==> src/fci_cfg.svh <==
`ifndef FCI_CFG_SVH
`define FCI_CFG_SVH
// error code classes
`define FCI_SERIOUS_MIN 4'h1
`define FCI_SERIOUS_MAX 4'h5
`define FCI_WARN_MIN 4'h6
`define FCI_WARN_MAX 4'hf
// timing
// 64-bit so the one-minute product does not overflow 32-bit arithmetic
`define FCI_CLK_HZ 64'h7735940
`define FCI_WARN_TIME_S 60
`define FCI_WARN_CYCLES (`FCI_CLK_HZ * `FCI_WARN_TIME_S)
`define FCI_FLASH_TIME_MS 250
`define FCI_FLASH_CYCLES ((`FCI_CLK_HZ / 1000) * `FCI_FLASH_TIME_MS)
`define FCI_TMR_W 33
`endif

==> src/fci_pkg.sv <==
package fci_pkg;
  typedef enum logic [1:0] {
    FCI_IDLE = 2'b00,
    FCI_WARN = 2'b01,
    FCI_SERIOUS = 2'b10
  } fci_state_t;
  // serial-protocol variant codes
  typedef enum logic [3:0] {
    FCI_RS_NONE = 4'h0,
    FCI_RS_SER_INIT = 4'h1,
    FCI_RS_NVM = 4'h2,
    FCI_RS_STACK = 4'h3,
    FCI_RS_FB_HW = 4'h4,
    FCI_RS_UNK_PROTO = 4'h5,
    FCI_RS_RSVD6 = 4'h6,
    FCI_RS_TX_OVF = 4'h7,
    FCI_RS_RX_OVF = 4'h8,
    FCI_RS_RX_TMO = 4'h9,
    FCI_RS_TX_FAIL = 4'ha,
    FCI_RS_PAR_FRM = 4'hb,
    FCI_RS_ADDR = 4'hc,
    FCI_RS_FB_CFG = 4'hd,
    FCI_RS_GENERAL = 4'he,
    FCI_RS_INTERNAL = 4'hf
  } fci_rs_code_t;
  // script variant codes
  typedef enum logic [3:0] {
    FCI_SC_NONE = 4'h0,
    FCI_SC_HW = 4'h1,
    FCI_SC_NVM = 4'h2,
    FCI_SC_INT_MEM = 4'h3,
    FCI_SC_FB_HW_ID = 4'h4,
    FCI_SC_SCRIPT = 4'h5,
    FCI_SC_RSVD6 = 4'h6,
    FCI_SC_TX_OVF = 4'h7,
    FCI_SC_RX_OVF = 4'h8,
    FCI_SC_TMO = 4'h9,
    FCI_SC_FB_GEN = 4'ha,
    FCI_SC_PAR_FRM = 4'hb,
    FCI_SC_RSVD12 = 4'hc,
    FCI_SC_RSVD13 = 4'hd,
    FCI_SC_FB_BUF = 4'he,
    FCI_SC_RSVD15 = 4'hf
  } fci_sc_code_t;
endpackage

==> src/fci_indicator.sv <==
`timescale 1ns/100ps
`include "fci_cfg.svh"
// Functional notes
// - on error, status goes red and error number shows on the four lines together
// - codes 1-5 stay latched until a fresh reset
// - codes 7-15 shown one minute, then cleared automatically
// - in configuration mode indications carry no fault meaning
// - serial variant: 1 init, 2 nvm, 3 stack, 4 fieldbus hw, 5 protocol; 0, 6 reserved
// - serial variant: 7 tx overflow, 8 rx overflow, 9 rx timeout, 10 tx fail
// - serial variant: 11 parity/frame, 12 address, 13 fieldbus config, 14 general, 15 internal
// - script variant: 1-5 hw, nvm, memory, fieldbus hw/id, script; 12,13,15 reserved
// - error number lines flash while status is steadily red
// - without error the lines show the current serial bus address
// warning hold time in clock cycles; a short run may lower it
module fci_indicator #(
  parameter logic [`FCI_TMR_W-1:0] WARN_CYCLES = `FCI_TMR_W'(`FCI_WARN_CYCLES)
) (
  input wire logic clk_i,
  input wire logic srst_i,
  input wire logic ce_i,
  input wire logic script_variant_i,
  input wire logic config_mode_i,
  input wire logic err_valid_i,
  input wire logic [3:0] err_code_i,
  input wire logic [3:0] bus_addr_i,
  output logic status_red_o,
  output logic fault_valid_o,
  output logic weight_eight_indicator_o,
  output logic weight_four_indicator_o,
  output logic weight_two_indicator_o,
  output logic weight_one_indicator_o
);
  // ----------------------------------------------------------------
  // code classification
  // ----------------------------------------------------------------
  logic [3:0] code_q;
  logic [3:0] code_d;
  fci_pkg::fci_state_t state_q;
  fci_pkg::fci_state_t state_d;
  logic phase_q;
  logic red_q;
  logic [3:0] lines_q;
  logic [3:0] lines_d;
  logic fv_q;
  logic warn_busy;
  logic warn_done;
  logic flash_busy;
  logic flash_done;

  wire rsvd_w = (err_code_i == 4'h0) || (err_code_i == 4'h6) ||
    (script_variant_i && ((err_code_i == 4'hc) || (err_code_i == 4'hd) ||
    (err_code_i == 4'hf)));
  wire acc_w = err_valid_i && !rsvd_w;
  wire is_serious_w = (err_code_i >= `FCI_SERIOUS_MIN) && (err_code_i <= `FCI_SERIOUS_MAX);
  wire is_warn_w = (err_code_i >= `FCI_WARN_MIN) && (err_code_i <= `FCI_WARN_MAX);
  wire new_serious_w = acc_w && is_serious_w && (state_q != fci_pkg::FCI_SERIOUS);
  wire new_warn_w = acc_w && is_warn_w && (state_q != fci_pkg::FCI_SERIOUS);
  wire showing_w = (state_q != fci_pkg::FCI_IDLE);

  // ----------------------------------------------------------------
  // display state
  // ----------------------------------------------------------------
  always_comb begin
    state_d = state_q;
    code_d = code_q;
    unique case (state_q)
      fci_pkg::FCI_IDLE,
      fci_pkg::FCI_WARN: begin
        if (new_serious_w) begin
          state_d = fci_pkg::FCI_SERIOUS;
          code_d = err_code_i;
        end else if (new_warn_w) begin
          state_d = fci_pkg::FCI_WARN;
          code_d = err_code_i;
        end else if (state_q == fci_pkg::FCI_WARN && warn_done) begin
          state_d = fci_pkg::FCI_IDLE;
          code_d = 4'h0;
        end
      end
      fci_pkg::FCI_SERIOUS: begin
        state_d = fci_pkg::FCI_SERIOUS;
      end
      default: begin
        state_d = fci_pkg::FCI_IDLE;
        code_d = 4'h0;
      end
    endcase
  end

  fci_timer u_warn_tmr (
    .clk_i(clk_i),
    .srst_i(srst_i),
    .ce_i(ce_i),
    .start_i(new_warn_w),
    .stop_i(new_serious_w),
    .load_i(WARN_CYCLES),
    .busy_o(warn_busy),
    .done_o(warn_done)
  );

  // free-running flash timebase, reloaded once it has run out
  // done is not fed back into start: that would be a combinational loop
  fci_timer u_flash_tmr (
    .clk_i(clk_i),
    .srst_i(srst_i),
    .ce_i(ce_i),
    .start_i(!flash_busy),
    .stop_i(1'b0),
    .load_i(`FCI_TMR_W'(`FCI_FLASH_CYCLES)),
    .busy_o(flash_busy),
    .done_o(flash_done)
  );

  // ----------------------------------------------------------------
  // outputs
  // ----------------------------------------------------------------
  wire next_show_w = (state_d != fci_pkg::FCI_IDLE);
  wire phase_d = next_show_w && !showing_w ? 1'b1 : (flash_done ? !phase_q : phase_q);
  // lines flash code while red, else show address
  assign lines_d = next_show_w ? (phase_d ? code_d : 4'h0) : bus_addr_i;

  always_ff @(posedge clk_i) begin
    if (srst_i) begin
      state_q <= fci_pkg::FCI_IDLE;
      code_q <= 4'h0;
      phase_q <= 1'b0;
      red_q <= 1'b0;
      lines_q <= 4'h0;
      fv_q <= 1'b0;
    end else if (ce_i) begin
      state_q <= state_d;
      code_q <= code_d;
      phase_q <= phase_d;
      red_q <= next_show_w;
      lines_q <= lines_d;
      fv_q <= next_show_w && !config_mode_i;
    end
  end

  assign status_red_o = red_q;
  assign fault_valid_o = fv_q;
  assign weight_eight_indicator_o = lines_q[3];
  assign weight_four_indicator_o = lines_q[2];
  assign weight_two_indicator_o = lines_q[1];
  assign weight_one_indicator_o = lines_q[0];
endmodule

==> src/fci_timer.sv <==
`timescale 1ns/100ps
`include "fci_cfg.svh"
// restartable down-counter, done pulses when count reaches one
module fci_timer (
  input wire logic clk_i,
  input wire logic srst_i,
  input wire logic ce_i,
  input wire logic start_i,
  input wire logic stop_i,
  input wire logic [`FCI_TMR_W-1:0] load_i,
  output logic busy_o,
  output logic done_o
);
  logic [`FCI_TMR_W-1:0] cnt_q;
  logic [`FCI_TMR_W-1:0] cnt_d;
  wire last_w = (cnt_q == `FCI_TMR_W'(1));
  assign busy_o = (cnt_q != '0);
  assign done_o = ce_i && last_w && !start_i && !stop_i;
  assign cnt_d = start_i ? load_i : (stop_i ? '0 : (busy_o ? cnt_q - `FCI_TMR_W'(1) : cnt_q));
  always_ff @(posedge clk_i) begin
    if (srst_i) begin
      cnt_q <= '0;
    end else if (ce_i) begin
      cnt_q <= cnt_d;
    end
  end
endmodule

==> config.mk <==
export PLATFORM = sky130hd
export DESIGN_NAME = fci_indicator
export DESIGN_NICKNAME = d
export VERILOG_FILES = /design/src/fci_pkg.sv /design/src/fci_indicator.sv /design/src/fci_timer.sv
export VERILOG_INCLUDE_DIRS = /design/src
export SDC_FILE = /design/constraint.sdc
export NUM_CORES = 1
export LEC_CHECK = 0
export BUFFER_PORTS_ARGS = -buffer_cell sky130_fd_sc_hd__buf_2
export CAP_MARGIN = 20
export CORE_MARGIN = 1
export CORE_UTILIZATION = 50
export DETAILED_ROUTE_END_ITERATION = 8
export MAX_ROUTING_LAYER = met4
export PLACE_DENSITY = 0.66
export SYNTH_ARGS = -nofsm -noshare
export SYNTH_HDL_FRONTEND = slang
export SYNTH_HIERARCHICAL = 1
export SYNTH_SLANG_ARGS = --single-unit
==> constraint.sdc <==
create_clock -name clk_i -period 7.8 [get_ports clk_i]
set_input_delay 1.17 -clock clk_i [delete_from_list [all_inputs] [get_ports clk_i]]
set_output_delay 1.17 -clock clk_i [all_outputs]
set_load 0.05 [all_outputs]
==> results.sh <==
export IMPL_syn_area_per_cell_sq_um=7.75
export IMPL_finalHoldViolations=0
export IMPL_outcome="finished clean"
export IMPL_intPower_uw=847
export IMPL_antenna_left=0
export IMPL_crit_path_frequent_cell="inv_1"
export IMPL_p_leak_uw=0.00237
export IMPL_wl_per_cell_um=17.8
export IMPL_rows=38
export IMPL_min_period_over_period_pct=60.4
export IMPL_yosysWarnings=6
export IMPL_vias_per_cell=6.50
export IMPL_dieArea_sq_um=11900
export IMPL_combPwrFrac_pct=35.8
export IMPL_cp_max_fo=35
export IMPL_port_buffers=19
export IMPL_critPathRequiredTime_ns=7.99
export IMPL_slew_viol_final=0
export IMPL_period_needed_ns=4.71
export IMPL_p_seq_share_pct=35.1
export IMPL_drc=0
export IMPL_peakVddDrop_mv=0.144
export IMPL_place_hpwl_um=10700
export IMPL_wirelength_um=16500
export IMPL_syn_inst=741
export IMPL_path_clk_slew_ns=0.06
export IMPL_io_pins=20
export IMPL_gp_congestion=0.873
export IMPL_switchingPower_uw=538
export IMPL_hp_class="reg2reg"
export IMPL_drt_iter0_drc=655
export IMPL_utilization_pct=57.2
export IMPL_seq_area_sq_um=1580
export IMPL_multiInputGateArea_sq_um=4010
export IMPL_start_util_pct=52.0
export IMPL_dieWidth_um=109
export IMPL_area_delta_synth_final_pct=10.0
export IMPL_synth_area_sq_um=5740
export IMPL_crit_path_max_incr_delay_ns=0.71
export IMPL_core_sq_um=11000
export IMPL_skew_ns=0.00778
export IMPL_rsz0062_at_grt="no"
export IMPL_ctsHoldBuffers=0
export IMPL_tritoncts_num_buffers=9
export IMPL_slew_headroom_pct=35.4
export IMPL_antenna_found_initial=0
export IMPL_worstMarginPinSlew_ns=0.961
export IMPL_cts_tree="built"
export IMPL_post_cts_buffers=0
export IMPL_clockBufferDepth=2
export IMPL_cts_sinks=79
export IMPL_clkPwrFrac_pct=29.0
export IMPL_fillers=1047
export IMPL_antenna_cells=0
export IMPL_track_usage_pct=29.0
export IMPL_max_freq_ghz=0.212
export IMPL_grt_max_degree=63
export IMPL_finalSetupViolCount=0
export IMPL_fp_dieH_um=109
export IMPL_dr_pass1_iters=5
export IMPL_clkLatencyLatePin_ns=0.35
export IMPL_grt_pass1_wl_um=26500
export IMPL_slowest_stage="nor3b_1"
export IMPL_start_kind="flop"
export IMPL_max_cap_viol_count=0
export IMPL_crit_type="reg2reg"
export IMPL_path_cells="inv_1 -> ha_1 -> nor3b_1 -> nand2_1 -> or4_4 -> or3_1 -> inv_1 -> buf_4 -> or2_2 -> nor2_1 -> and4b_1 -> nor2_4 -> a311oi_1"
export IMPL_grt_pass1_vias=5341
export IMPL_nets=799
export IMPL_vias=6016
export IMPL_grt_overflow=0
export IMPL_h_tree_depth=3
export IMPL_worstPathArrival_ns=4.90
export IMPL_swShare_pct=38.8
export IMPL_setup_tns_final_ns=0
export IMPL_drive_gt1_share_pct=11.1
export IMPL_p_per_area_nw_per_um2=219
export IMPL_ctsResizeCount=0
export IMPL_root_buffer="clkbuf_16"
export IMPL_end_kind="flop"
area by class of cell:
cell class,instances,area share [%]
Multi-Input combinational cell,641,63.5
Inverter,19,1.13
Clock buffer,12,4.06
Timing Repair Buffer,31,3.21
Sequential cell,79,25.0
Clock inverter,4,0.317
Tap cell,140,2.77
layer usage:
metal,part of all wire (%),GRT usage [%]
met5,0,-
met4,2.0,13.6
met3,6.6,3.65
met2,46,43.5
met1,46,38.5
registers in the layout, indices dropped and copies added (netlist names):
name and flops:
code_q 4, state_q 2, status_red_o 1, fault_valid_o 1, lines_q 4, u_warn_tmr/cnt_q 33
u_flash_tmr/cnt_q 33, phase_q 1
through the flow:
stage | std cells | worst slack [ns] | total power [uW] | hold slack, ns | cell area, sq um
final | 926 | 3.09 | 1380 | 0.480 | 6310
after global routing | 926 | 2.84 | 1460 | 0.502 | 6310
after CTS | 926 | 3.15 | 1380 | 0.476 | 6310
after detailed placement | 910 | 3.03 | 977 | 0.468 | 6040
after global placement | 908 | 2.92 | 965 | 0.455 | 6010
after floorplan | 807 | 3.31 | 873 | 0.445 | 5990
final timing paths:
| check | from | end | slack [ns] | cells after the start |
|---|---|---|---|---|
| worst min-delay path | lines_q[3] | lines_q[3] | 0.48 | 1 |
| worst max-delay path | u_flash_tmr/cnt_q[0] | u_flash_tmr/cnt_q[17] | 3.09 | 13 |
| worst min register to register | lines_q[3] | lines_q[3] | 0.48 | 1 |
| worst max register to register | u_flash_tmr/cnt_q[0] | u_flash_tmr/cnt_q[17] | 3.09 | 13 |
power groups by stage:
stage | Combinational [uW] | Clock, uW | Sequential, uW
2_1_floorplan | 385 | 0 | 487
3_3_place_gp | 474 | 0 | 492
3_5_place_dp | 483 | 0 | 494
4_1_cts | 486 | 411 | 485
5_1_grt | 541 | 426 | 493
6_report | 496 | 402 | 487
worst max-delay path, delay by kind of cell (launching register included):
family | cells | cell delay (ns)
AOI/OAI and AO/OA | 1 | 0.18
adders and majority gates | 1 | 0.20
and+or+nand+nor | 8 | 3.31
buffers and inverters | 3 | 0.51
DFF | 1 | 0.36
cells in the final DEF (no fill, tap or decap), types with 5 or more instances in the layout:
cell type   n
a211oi_1    7
a211oi_2   20
a21oi_1    80
a22oi_1    14
a311oi_1    8
a31oi_1    17
a32o_1      8
a32oi_1    12
and3_1      5
and4_1      5
and4b_1     5
buf_2      18
buf_4      11
clkbuf_16   9
conb_1     68
dfxtp_1    79
inv_1      19
nand2_1    56
nand2b_1    8
nand3_1    34
nand4_1     8
nor2_1     56
nor3_1     32
nor4_1     20
o211ai_1    7
o21ai_0    14
o31a_1     13
o31ai_1    25
o32ai_1    15
o41ai_1     7
or3_1      11
or4_1      12
xor2_1      9
Power figures use the tool's default switching activity.
